File: src/hdl/ebs_params.svh
`ifndef EBS_PARAMS_SVH
`define EBS_PARAMS_SVH

// ****************************************************************
// Register map
// ****************************************************************
`define EBS_OFS_CTRL 8'h00
`define EBS_OFS_CMD 8'h04
`define EBS_OFS_STATUS 8'h08
`define EBS_OFS_CONFIG 8'h0c

// ****************************************************************
// Control fields
// ****************************************************************
`define EBS_CTRL_W 6
`define EBS_CTRL_LOW_BYTE_MODE 0
`define EBS_CTRL_BUS_8BIT 1
`define EBS_CTRL_WAIT_EN 2
`define EBS_CTRL_MUX_MODE 3
`define EBS_CTRL_RSTIND_SOFT 4
`define EBS_CTRL_RSTIND_END_RESET 5
`define EBS_CTRL_RESET 6'h08

// ****************************************************************
// Command and status fields
// ****************************************************************
`define EBS_CMD_RSTIND_RELEASE 0
`define EBS_STATUS_RSTIND 0
`define EBS_STATUS_BOOT_EXT 1
`define EBS_STATUS_BUSY 2
`define EBS_STATUS_PINS_LSB 3
`define EBS_STATUS_PINS_MSB 5

// ****************************************************************
// Pin config sampled at reset: read strobe, latch, write strobe
// ****************************************************************
`define EBS_PIN_RD 0
`define EBS_PIN_ALE 1
`define EBS_PIN_WR 2

`endif

File: src/hdl/ebs_pkg.sv
`default_nettype none

package ebs_pkg;

  // ****************************************************************
  // External cycle phases
  // ****************************************************************
  typedef enum logic [1:0] {
    EBS_IDLE = 2'b00,
    EBS_ADDR = 2'b01,
    EBS_STROBE = 2'b10,
    EBS_END = 2'b11
  } ebs_state_e;

endpackage : ebs_pkg

`default_nettype wire

File: src/hdl/ebs_strobe_sel.sv
`default_nettype none

module ebs_strobe_sel (
  // Mode
  input wire logic low_byte_mode,
  input wire logic bus_8bit,
  // Access
  input wire logic is_write,
  input wire logic is_fetch,
  input wire logic [1:0] byte_en,
  // Decision
  output logic read_active,
  output logic write_active
);

  wire low_byte_write;
  wire any_write;

  // Instruction fetches are always reads.
  assign any_write = is_write & ~is_fetch;
  assign low_byte_write = any_write & byte_en[0];

  assign read_active = ~any_write;
  assign write_active = low_byte_mode ? (bus_8bit ? any_write : low_byte_write)
                                      : any_write;

endmodule : ebs_strobe_sel

`default_nettype wire

File: src/hdl/ebs_bus_ctrl.sv
// Summary of operation
// Read strobe goes active for every external instruction fetch or data read.
// In single-strobe mode the write strobe fires on every data write, any width.
// Low-byte mode strobes only low-byte writes on 16-bit bus, every write on 8-bit.
// With wait enabled, the far side holds the wait input to stretch the strobe phase.
// Multiplexed modes give an address latch pulse before the data phase.
// Boot select low at reset: config from mux port and read pin, fetch external.
// Boot select high: config from read, latch and write pins, run internal memory.
// Eight segment address outputs carry address bits 23..16, LSB at index 0.
// Hardware reset drives the reset indicator active.
// Optionally a software or watchdog reset drives the reset indicator active.
// Indicator released by init-end instruction, optionally at reset end, or by software.
`default_nettype none
`include "ebs_params.svh"

module ebs_bus_ctrl #(
  parameter int ADDR_W = 8
) (
  // Clock and reset
  input wire logic clk,
  input wire logic reset,
  // Register port
  input wire logic [ADDR_W-1:0] reg_addr,
  input wire logic [31:0] reg_wdata,
  input wire logic reg_write,
  input wire logic reg_read,
  output logic [31:0] reg_rdata,
  // Core access request
  input wire logic acc_req,
  input wire logic acc_write,
  input wire logic acc_fetch,
  input wire logic [1:0] acc_byte_en,
  input wire logic [23:0] acc_addr,
  output logic acc_busy,
  output logic acc_done,
  // Core reset events
  input wire logic soft_reset_event,
  input wire logic watchdog_reset_event,
  input wire logic init_end_instruction,
  // External bus control pins
  output logic read_strobe_n,
  output logic low_byte_store_strobe_n,
  output logic address_latch,
  input wire logic bus_ready_n,
  output logic [7:0] segment_address_port,
  // Boot configuration pins
  input wire logic boot_fetch_select,
  input wire logic [15:0] multiplexed_bus_port_zero,
  input wire logic [2:0] bus_control_port,
  // Boot configuration results
  output logic boot_external,
  output logic [15:0] start_config,
  output logic [2:0] start_pin_config,
  // Reset indication
  output logic reset_indicator_output_n
);

  // ****************************************************************
  // Registers and state
  // ****************************************************************
  ebs_pkg::ebs_state_e state;
  ebs_pkg::ebs_state_e next_state;
  logic [`EBS_CTRL_W-1:0] ctrl;
  logic cfg_pending;
  logic cur_write;
  logic cur_fetch;
  logic [1:0] cur_byte_en;

  // ****************************************************************
  // Register decode
  // ****************************************************************
  wire sel_ctrl = (reg_addr == ADDR_W'(`EBS_OFS_CTRL));
  wire sel_cmd = (reg_addr == ADDR_W'(`EBS_OFS_CMD));
  wire sel_status = (reg_addr == ADDR_W'(`EBS_OFS_STATUS));
  wire sel_config = (reg_addr == ADDR_W'(`EBS_OFS_CONFIG));
  wire ctrl_wr = reg_write & sel_ctrl;
  wire soft_release = reg_write & sel_cmd & reg_wdata[`EBS_CMD_RSTIND_RELEASE];

  wire low_byte_mode = ctrl[`EBS_CTRL_LOW_BYTE_MODE];
  wire bus_8bit = ctrl[`EBS_CTRL_BUS_8BIT];
  wire wait_en = ctrl[`EBS_CTRL_WAIT_EN];
  wire mux_mode = ctrl[`EBS_CTRL_MUX_MODE];
  wire rstind_soft = ctrl[`EBS_CTRL_RSTIND_SOFT];
  wire rstind_end_reset = ctrl[`EBS_CTRL_RSTIND_END_RESET];

  logic [31:0] status_word;
  always_comb begin
    status_word = 32'h0;
    status_word[`EBS_STATUS_RSTIND] = ~reset_indicator_output_n;
    status_word[`EBS_STATUS_BOOT_EXT] = boot_external;
    status_word[`EBS_STATUS_BUSY] = acc_busy;
    status_word[`EBS_STATUS_PINS_MSB:`EBS_STATUS_PINS_LSB] = start_pin_config;
  end

  wire [31:0] next_rdata = ~reg_read ? 32'h0 :
                           sel_ctrl ? {{(32-`EBS_CTRL_W){1'b0}}, ctrl} :
                           sel_status ? status_word :
                           sel_config ? {16'h0, start_config} :
                           32'h0;

  // ****************************************************************
  // Strobe selection
  // ****************************************************************
  logic read_active;
  logic write_active;

  ebs_strobe_sel u_strobe_sel (
    .low_byte_mode(low_byte_mode),
    .bus_8bit(bus_8bit),
    .is_write(cur_write),
    .is_fetch(cur_fetch),
    .byte_en(cur_byte_en),
    .read_active(read_active),
    .write_active(write_active)
  );

  // ****************************************************************
  // Cycle sequencer
  // ****************************************************************
  wire take_req = acc_req & (state == ebs_pkg::EBS_IDLE);
  wire strobe_release = ~wait_en | ~bus_ready_n;

  always_comb begin
    case (state)
      ebs_pkg::EBS_IDLE: begin
        next_state = acc_req ? ebs_pkg::EBS_ADDR : ebs_pkg::EBS_IDLE;
      end
      ebs_pkg::EBS_ADDR: begin
        next_state = ebs_pkg::EBS_STROBE;
      end
      ebs_pkg::EBS_STROBE: begin
        next_state = strobe_release ? ebs_pkg::EBS_END : ebs_pkg::EBS_STROBE;
      end
      ebs_pkg::EBS_END: begin
        next_state = ebs_pkg::EBS_IDLE;
      end
      default: begin
        next_state = ebs_pkg::EBS_IDLE;
      end
    endcase
  end

  wire in_strobe_next = (next_state == ebs_pkg::EBS_STROBE);
  wire next_address_latch = take_req & mux_mode;
  wire next_read_n = ~(in_strobe_next & read_active);
  wire next_write_n = ~(in_strobe_next & write_active);
  wire next_busy = (next_state != ebs_pkg::EBS_IDLE);
  wire next_done = (state == ebs_pkg::EBS_END);

  always_ff @(posedge clk) begin
    if (reset) begin
      state <= ebs_pkg::EBS_IDLE;
      cur_write <= 1'b0;
      cur_fetch <= 1'b0;
      cur_byte_en <= 2'h0;
      segment_address_port <= 8'h00;
    end else begin
      state <= next_state;
      if (take_req) begin
        cur_write <= acc_write;
        cur_fetch <= acc_fetch;
        cur_byte_en <= acc_byte_en;
        segment_address_port <= acc_addr[23:16];
      end
    end
  end

  always_ff @(posedge clk) begin
    if (reset) begin
      read_strobe_n <= 1'b1;
      low_byte_store_strobe_n <= 1'b1;
      address_latch <= 1'b0;
      acc_busy <= 1'b0;
      acc_done <= 1'b0;
    end else begin
      read_strobe_n <= next_read_n;
      low_byte_store_strobe_n <= next_write_n;
      address_latch <= next_address_latch;
      acc_busy <= next_busy;
      acc_done <= next_done;
    end
  end

  // ****************************************************************
  // Register file
  // ****************************************************************
  always_ff @(posedge clk) begin
    if (reset) begin
      ctrl <= `EBS_CTRL_RESET;
      reg_rdata <= 32'h0;
    end else begin
      reg_rdata <= next_rdata;
      if (ctrl_wr) begin
        ctrl <= reg_wdata[`EBS_CTRL_W-1:0];
      end
    end
  end

  // ****************************************************************
  // Boot configuration capture
  // ****************************************************************
  // The pins are caught in the first cycle after reset is released,
  // so that the flops under reset only ever load constants.
  wire [2:0] pins_ext_boot = {2'b00, bus_control_port[`EBS_PIN_RD]};
  wire [15:0] next_start_config = boot_fetch_select ? 16'h0000 : multiplexed_bus_port_zero;
  wire [2:0] next_pin_config = boot_fetch_select ? bus_control_port : pins_ext_boot;

  always_ff @(posedge clk) begin
    if (reset) begin
      cfg_pending <= 1'b1;
      boot_external <= 1'b0;
      start_config <= 16'h0000;
      start_pin_config <= 3'h0;
    end else begin
      cfg_pending <= 1'b0;
      if (cfg_pending) begin
        boot_external <= ~boot_fetch_select;
        start_config <= next_start_config;
        start_pin_config <= next_pin_config;
      end
    end
  end

  // ****************************************************************
  // Reset indication
  // ****************************************************************
  // A soft or watchdog reset lasts one cycle, so the cycle after it is its end.
  logic int_reset_d;
  wire int_reset = soft_reset_event | watchdog_reset_event;
  wire int_reset_end = int_reset_d & ~int_reset;
  wire reset_end = cfg_pending | int_reset_end;
  // An activation in the same cycle as a release keeps the output active.
  wire rstind_set = rstind_soft & int_reset;
  wire rstind_clear = init_end_instruction | soft_release | (rstind_end_reset & reset_end);
  wire next_rstind_n = rstind_set ? 1'b0 : (rstind_clear ? 1'b1 : reset_indicator_output_n);

  always_ff @(posedge clk) begin
    if (reset) begin
      reset_indicator_output_n <= 1'b0;
      int_reset_d <= 1'b0;
    end else begin
      reset_indicator_output_n <= next_rstind_n;
      int_reset_d <= int_reset;
    end
  end

endmodule : ebs_bus_ctrl

`default_nettype wire

File: config.mk
export PLATFORM = sky130hd
export DESIGN_NAME = ebs_bus_ctrl
export DESIGN_NICKNAME = d
export VERILOG_FILES = /design/src/hdl/ebs_pkg.sv /design/src/hdl/ebs_strobe_sel.sv /design/src/hdl/ebs_bus_ctrl.sv
export VERILOG_INCLUDE_DIRS = /design/src /design/src/hdl
export SDC_FILE = /design/constraint.sdc
export NUM_CORES = 1
export LEC_CHECK = 0
export BUFFER_PORTS_ARGS = -buffer_cell sky130_fd_sc_hd__buf_2
export CAP_MARGIN = 15
export CORE_MARGIN = 10
export CORE_UTILIZATION = 42
export DETAILED_ROUTE_END_ITERATION = 10
export HOLD_SLACK_MARGIN = 0.15
export MAX_ROUTING_LAYER = met4
export PLACE_DENSITY = 0.86
export SLEW_MARGIN = 20
export SYNTH_ARGS = -nofsm -noshare
export SYNTH_HDL_FRONTEND = slang
export SYNTH_HIERARCHICAL = 1
export SYNTH_SLANG_ARGS = --single-unit
File: constraint.sdc
create_clock -name clk -period 1.65 [get_ports clk]
set_input_delay 0.0825 -clock clk [delete_from_list [all_inputs] [get_ports clk]]
set_output_delay 0.0825 -clock clk [all_outputs]
set_load 0.02 [all_outputs]
==> results of run 1 <==
-- repair_timing --
item	4_1_cts	5_1_grt
endpoints found under the setup margin	0	23
hold buffers	48	1
gates resized for setup	0	6
buffers inserted	0	1
endpoints found under the hold margin	42	2
-- worst min-delay path, delay by kind of cell --
family / cells / cell delay (ns)
compound gates: 1 / 0.08
buf+inv: 1 / 0.12
simple gates: 2 / 0.20
-- per-stage QoR --
step / cells / cell area, sq um / hold slack, ns / utilization / power (W)
2_1_floorplan: 289 / 2560 / 0.110 / - / 0.00195
3_5_place_dp: 437 / 3000 / 0.317 / 0.513 / 0.00208
3_3_place_gp: 437 / 3000 / 0.308 / 0.513 / 0.00207
6_report: 502 / 3720 / 0.202 / 0.636 / 0.00362
5_1_grt: 502 / 3720 / 0.206 / 0.636 / 0.00378
4_1_cts: 500 / 3690 / 0.178 / 0.631 / 0.00361
-- sequential cells by signal, summed over array words and instances (netlist names), 2 cells and up --
name	count
start_config	16
state	2
reg_rdata	16
ctrl	6
segment_address_port	8
start_pin_config	3
-- power groups by stage --
stage,logic [W],registers (W),clock network [W]
after floorplan,0.000243,0.00171,0
after global placement,0.000423,0.00165,0
after detailed placement,0.000433,0.00165,0
after CTS,0.000515,0.00162,0.00148
after global routing,0.000582,0.00163,0.00157
final,0.000534,0.00162,0.00147
-- metal layers --
layer,routed length (um),GRT usage,part of all wire,vias up
met5,0,-,0,-
li1,-,-,-,1185
met3,403,0.0441,0.048,20
met2,4460,0.311,0.53,100
met1,3330,0.178,0.40,1153
met4,210,0.0850,0.025,0
-- how the worst max path moves through the flow --
stage | start | to | slack, ns | cells after the start
finish | reg_addr[2] | ctrl[4]$_SDFFE_PP0P_ | 0.1 | 6
global route | reg_addr[2] | ctrl[4]$_SDFFE_PP0P_ | 0.03 | 6
CTS | boot_fetch_select | start_config[2]$_SDFFE_PP0P_ | 0.005 | 5
detailed placement | cfg_pending$_DFF_P_ | start_config[2]$_SDFFE_PP0P_ | 0.11 | 3
global placement | cfg_pending$_DFF_P_ | start_config[0]$_SDFFE_PP0P_ | 0.23 | 3
floorplan | reg_addr[3] | ctrl[1]$_SDFFE_PP0P_ | 0.41 | 5
-- layout make-up --
| type | count | area share |
|---|---|---|
| Antenna cell | 1 | 0.000672 |
| Clock inverter | 3 | 0.0181 |
| Timing Repair Buffer | 155 | 0.276 |
| Tap cell | 75 | 0.0252 |
| Inverter | 5 | 0.00605 |
| Multi-Input combinational cell | 188 | 0.297 |
| Clock buffer | 12 | 0.0390 |
| Sequential cell | 63 | 0.339 |
==> impl_metrics.prom, run 1 <==
# TYPE chip_impl_metric gauge
chip_impl_metric{name="syn-cell-area",unit="sq um"} 2510
chip_impl_info{name="layout_commonest_cell",value="sky130_fd_sc_hd__buf_2"} 1
chip_impl_metric{name="timing.reg2reg.worst_path_depth",unit=""} 5
chip_impl_metric{name="cts_inserted_buffers",unit=""} 9
chip_impl_metric{name="first_global_vias",unit=""} 2645
chip_impl_metric{name="io_pins",unit=""} 163
chip_impl_metric{name="final-max-slew-violation-count",unit=""} 0
chip_impl_metric{name="leakage",unit="nW"} 1.70
chip_impl_metric{name="die_height",unit="um"} 97.3
chip_impl_metric{name="timing.critical_path.fanout_max",unit=""} 9
chip_impl_metric{name="final.fill_count",unit=""} 455
chip_impl_info{name="result_of_the_run",value="finished, final reports clean"} 1
chip_impl_metric{name="final_antenna_net_count",unit=""} 0
chip_impl_info{name="root_buffer",value="sky130_fd_sc_hd__clkbuf_8"} 1
chip_impl_metric{name="hpwl",unit="um"} 5330
chip_impl_metric{name="slew-limit-headroom",unit=""} 0.591
chip_impl_metric{name="drt_first_iter_violations",unit=""} 98
chip_impl_info{name="min_delay_path_class",value="primary input to flip-flop"} 1
chip_impl_metric{name="floorplan.rows",unit=""} 28
chip_impl_metric{name="detail_route.vias_per_cell",unit=""} 4.90
chip_impl_metric{name="cp_slowest_stage_delay",unit="ns"} 0.57
chip_impl_info{name="grt_setup_unrepaired",value="no"} 1
chip_impl_info{name="clock_tree_from_tritoncts",value="done"} 1
chip_impl_metric{name="total_via_count_after_detailed_routing",unit=""} 2458
chip_impl_metric{name="p_int",unit="W"} 0.00269
chip_impl_metric{name="rrSetupSlack",unit="ns"} 0.26
chip_impl_info{name="critical_path.top_delay_family",value="buffers and inverters"} 1
chip_impl_metric{name="seqPwrFrac",unit=""} 0.447
chip_impl_metric{name="grt_overflow",unit=""} 0
chip_impl_metric{name="worst-endpoint-required",unit="ns"} 1.86
chip_impl_metric{name="cts_num_sinks",unit=""} 63
chip_impl_metric{name="place_ws",unit="ns"} 0.107
chip_impl_metric{name="fmaxAchievable",unit="MHz"} 643
chip_impl_metric{name="clock_path_buffers",unit=""} 2
chip_impl_metric{name="critPathBufInv",unit=""} 4
chip_impl_metric{name="powerDensity",unit="nW/um^2"} 973
chip_impl_info{name="critical_path.cell_chain",value="dlygate4sd3_1, buf_2, clkinvlp_4, nand4_1, dlygate4sd3_1, a21oi_1"} 1
chip_impl_metric{name="routed_wire_length_per_instance",unit="um"} 16.8
chip_impl_metric{name="num-nets-final",unit=""} 523
chip_impl_metric{name="clkLatencyLatePin",unit="ns"} 0.34
chip_impl_metric{name="max_slew.worst_pin.slew",unit="ns"} 0.610
chip_impl_metric{name="post_synth_inst_count",unit=""} 274
chip_impl_info{name="critical_path.reg2reg.startpoint",value="state[0]$_SDFF_PP0_"} 1
chip_impl_metric{name="max_cap_viol_count",unit=""} 0
chip_impl_info{name="crit_top_cell",value="sky130_fd_sc_hd__dlygate4sd3_1"} 1
chip_impl_metric{name="grt_pass1_wl",unit="um"} 13200
chip_impl_metric{name="finalSetupViolCount",unit=""} 0
chip_impl_info{name="crit_path_end_kind",value="flip-flop"} 1
chip_impl_metric{name="final.setup_skew",unit="ns"} 0.00626
chip_impl_metric{name="swShare",unit=""} 0.256
chip_impl_metric{name="clkTransAtPathRegs",unit="ns"} 0.07
chip_impl_metric{name="yosys_warns",unit=""} 6
chip_impl_metric{name="fp.coreArea",unit="sq um"} 5850
chip_impl_metric{name="regArea",unit="sq um"} 1260
chip_impl_info{name="critical-path-slowest-cell",value="sky130_fd_sc_hd__dlygate4sd3_1"} 1
chip_impl_metric{name="share_comb_of_total_power",unit=""} 0.147
chip_impl_metric{name="min_path_cells",unit=""} 4
chip_impl_metric{name="port_buffers",unit=""} 103
chip_impl_metric{name="global_placement_routability_congestion",unit=""} 0.811
chip_impl_metric{name="hold_viol",unit=""} 0
chip_impl_metric{name="maximum_number_of_pins_on_one_net_before_global_route_repair",unit=""} 44
chip_impl_info{name="holdCritStartpoint",value="reg_addr[4]"} 1
chip_impl_info{name="final_cell_mix",value="sky130_fd_sc_hd__buf_2 (103), sky130_fd_sc_hd__dfxtp_1 (63), sky130_fd_sc_hd__dlygate4sd3_1 (48)"} 1
chip_impl_metric{name="ir_drop_worst_vdd",unit="mV"} 0.557
chip_impl_metric{name="arrival_time_worst_endpoint",unit="ns"} 1.76
chip_impl_metric{name="initial_util",unit=""} 0.429
chip_impl_info{name="hold_end",value="reset_indicator_output_n$_SDFFE_PP0P_"} 1
chip_impl_metric{name="areaGrowthSynthToFinish",unit="%"} 48.5
chip_impl_metric{name="total_wirelength",unit="um"} 8410
chip_impl_metric{name="htree_num_levels",unit=""} 3
chip_impl_info{name="timing.critical_path.from_type",value="primary input"} 1
chip_impl_metric{name="min_period_over_period",unit=""} 0.942
chip_impl_metric{name="antenna_found_initial",unit=""} 1
chip_impl_info{name="critical_path_class",value="primary input to flip-flop"} 1
chip_impl_metric{name="detailedRoute.firstPassIterationCount",unit=""} 4
chip_impl_metric{name="post_route_drc",unit=""} 0
chip_impl_metric{name="share_of_layout_cells_above_drive_strength_1",unit=""} 0.317
chip_impl_metric{name="dieWidth",unit="um"} 97.3
chip_impl_metric{name="switchingPower",unit="W"} 0.000927
chip_impl_metric{name="multi_input_area",unit="sq um"} 1100
chip_impl_metric{name="final.min_clock_period",unit="ns"} 1.55
chip_impl_metric{name="die_area",unit="sq um"} 9460
chip_impl_info{name="regToRegEndpoint",value="read_strobe_n$_SDFF_PP1_"} 1
chip_impl_metric{name="post_syn_area_per_cell",unit="sq um"} 9.15
chip_impl_metric{name="clkPwrFrac",unit=""} 0.406
chip_impl_metric{name="total_negative_slack",unit="ns"} 0
chip_impl_metric{name="final.setup.worst_slack",unit="ns"} 0.0950
chip_impl_metric{name="grt_usage",unit=""} 0.176
No activity file was read; power rests on OpenSTA's default activity.
==> run 2, diff against run 1 <==
Settings changed: CORE_ASPECT_RATIO set to 2.
==> impl_metrics.prom, run 2 (same netlist as run 1, synthesis figures left out) <==
# TYPE chip_impl_metric gauge
chip_impl_metric{name="die_height",unit="um"} 129
chip_impl_metric{name="final.min_clock_period",unit="ns"} 1.58
chip_impl_metric{name="drt_first_iter_violations",unit=""} 223
chip_impl_info{name="critical_path_class",value="primary input to flip-flop"} 1
chip_impl_metric{name="post_route_drc",unit=""} 0
chip_impl_metric{name="groute.layer.met1.usage",unit=""} 0.182
chip_impl_metric{name="powerDensity",unit="nW/um^2"} 1090
chip_impl_metric{name="dieWidth",unit="um"} 74.6
chip_impl_metric{name="grt_util_met2",unit=""} 0.321
chip_impl_info{name="min_delay_path_class",value="primary input to flip-flop"} 1
chip_impl_info{name="final_cell_mix",value="sky130_fd_sc_hd__buf_2 (103), sky130_fd_sc_hd__dfxtp_1 (63), sky130_fd_sc_hd__dlygate4sd3_1 (48)"} 1
chip_impl_info{name="timing.critical_path.from_type",value="primary input"} 1
chip_impl_metric{name="first_global_vias",unit=""} 2616
chip_impl_metric{name="cts_inserted_buffers",unit=""} 9
chip_impl_metric{name="hpwl",unit="um"} 5680
chip_impl_metric{name="hold_viol",unit=""} 0
chip_impl_metric{name="antenna_found_initial",unit=""} 0
chip_impl_metric{name="arrival_time_worst_endpoint",unit="ns"} 1.81
chip_impl_metric{name="io_pins",unit=""} 163
chip_impl_metric{name="htree_num_levels",unit=""} 3
chip_impl_metric{name="grt_pass1_wl",unit="um"} 13300
chip_impl_metric{name="slew-limit-headroom",unit=""} 0.666
chip_impl_info{name="clock_tree_from_tritoncts",value="done"} 1
chip_impl_metric{name="floorplan.rows",unit=""} 39
chip_impl_info{name="largest_registers",value="reg_rdata (16), start_config (16), segment_address_port (8)"} 1
chip_impl_metric{name="routed_wire_length_per_instance",unit="um"} 17.5
chip_impl_metric{name="grt_usage",unit=""} 0.186
chip_impl_metric{name="final_antenna_net_count",unit=""} 0
chip_impl_metric{name="fp.coreArea",unit="sq um"} 5760
chip_impl_metric{name="postLayoutCoreUtil",unit=""} 0.659
chip_impl_metric{name="maximum_number_of_pins_on_one_net_before_global_route_repair",unit=""} 46
chip_impl_metric{name="use_met3",unit=""} 0.0497
chip_impl_metric{name="die_area",unit="sq um"} 9650
chip_impl_metric{name="p_total",unit="W"} 0.00414
chip_impl_info{name="grt_setup_unrepaired",value="no"} 1
chip_impl_metric{name="clkLatencyLatePin",unit="ns"} 0.33
chip_impl_metric{name="ir_drop_worst_vdd",unit="mV"} 0.743
chip_impl_metric{name="min_period_over_period",unit=""} 0.959
chip_impl_metric{name="max_cap_viol_count",unit=""} 0
chip_impl_metric{name="num-nets-final",unit=""} 524
chip_impl_metric{name="share_of_layout_cells_above_drive_strength_1",unit=""} 0.311
chip_impl_metric{name="total_wirelength",unit="um"} 8560
chip_impl_info{name="result_of_the_run",value="finished, final reports clean"} 1
chip_impl_metric{name="initial_util",unit=""} 0.435
chip_impl_metric{name="fmaxAchievable",unit="MHz"} 632
chip_impl_metric{name="detail_route.vias_per_cell",unit=""} 5.08
chip_impl_metric{name="clkTransAtPathRegs",unit="ns"} 0.05
chip_impl_metric{name="port_buffers",unit=""} 103
chip_impl_metric{name="total_negative_slack",unit="ns"} 0
chip_impl_metric{name="areaGrowthSynthToFinish",unit="%"} 51.3
chip_impl_metric{name="leakage",unit="nW"} 1.75
chip_impl_metric{name="total_via_count_after_detailed_routing",unit=""} 2483
chip_impl_metric{name="global_placement_routability_congestion",unit=""} 0.829
chip_impl_info{name="globalRoute.busiestLayer",value="met2"} 1
chip_impl_metric{name="final-max-slew-violation-count",unit=""} 0
chip_impl_info{name="root_buffer",value="sky130_fd_sc_hd__clkbuf_16"} 1
chip_impl_info{name="crit_path_end_kind",value="flip-flop"} 1
chip_impl_metric{name="max_slew.worst_pin.slew",unit="ns"} 0.500
chip_impl_metric{name="timing.critical_path.fanout_max",unit=""} 2
chip_impl_metric{name="antennaDiodeCount",unit=""} 0
chip_impl_info{name="layout_commonest_cell",value="sky130_fd_sc_hd__buf_2"} 1
chip_impl_metric{name="grt_overflow",unit=""} 0
chip_impl_metric{name="worst-endpoint-required",unit="ns"} 1.88
chip_impl_metric{name="cts_num_sinks",unit=""} 63
chip_impl_metric{name="finalSetupViolCount",unit=""} 0
chip_impl_metric{name="clock_path_buffers",unit=""} 2
chip_impl_metric{name="final.setup_skew",unit="ns"} 0.00599
chip_impl_metric{name="detailedRoute.firstPassIterationCount",unit=""} 4
## run 2: per-stage QoR
step / instances / hold WS, ns / cell area (sq um) / setup WS [ns]
after floorplan: 289 / 0.110 / 2560 / 0.413
after global placement: 425 / 0.311 / 3000 / 0.256
after detailed placement: 425 / 0.317 / 3000 / 0.207
after CTS: 489 / 0.163 / 3790 / 0.108
after global routing: 489 / 0.200 / 3790 / 0.0106
final: 489 / 0.178 / 3790 / 0.0682
## run 2: worst max-delay path: stages
cell and delay, ns:
sky130_fd_sc_hd__dlygate4sd3_1 0.54, sky130_fd_sc_hd__buf_2 0.12, sky130_fd_sc_hd__nor2_1 0.15, sky130_fd_sc_hd__dlygate4sd3_1 0.62, sky130_fd_sc_hd__inv_1 0.05, sky130_fd_sc_hd__a221oi_1 0.26
## run 2: routing by layer
metal,vias to the layer above,part of all wire,wire length (um)
li1,1187,-,-
met1,1165,0.38,3270
met2,111,0.53,4510
met3,20,0.062,531
met4,0,0.029,249
met5,-,0,0
## run 2: area by class of cell
type / count / area (sq um)
Tap cell: 61 / 76.3
Multi-Input combinational cell: 188 / 1090
Clock buffer: 10 / 229
Timing Repair Buffer: 156 / 1030
Inverter: 5 / 18.8
Fill cell: 408 / 1960
Clock inverter: 6 / 85.1
Sequential cell: 63 / 1260
## run 2: power by group
group          total [W]  switching [W]  internal (W)
logic           0.000525       0.000300      0.000225
registers        0.00163      0.0000415       0.00159
clock network    0.00198       0.000668       0.00132
## run 2: worst paths after layout
check | slack (ns) | start | endpoint | depth (start not counted)
setup / recovery | 0.07 | soft_reset_event | reset_indicator_output_n$_SDFFE_PP0P_ | 6
hold / removal | 0.18 | reg_addr[5] | reset_indicator_output_n$_SDFFE_PP0P_ | 4
setup reg to reg | 0.34 | state[1]$_SDFF_PP0_ | segment_address_port[2]$_SDFFE_PP0N_ | 5
hold reg to reg | 0.45 | cur_byte_en[0]$_SDFFE_PP0N_ | cur_byte_en[0]$_SDFFE_PP0N_ | 2
## run 2: repair_timing
action,in CTS,in global routing
gates resized for setup,0,1
hold buffers,48,0
setup endpoints to repair,0,1
endpoints found under the hold margin,44,0
buffers inserted,0,0
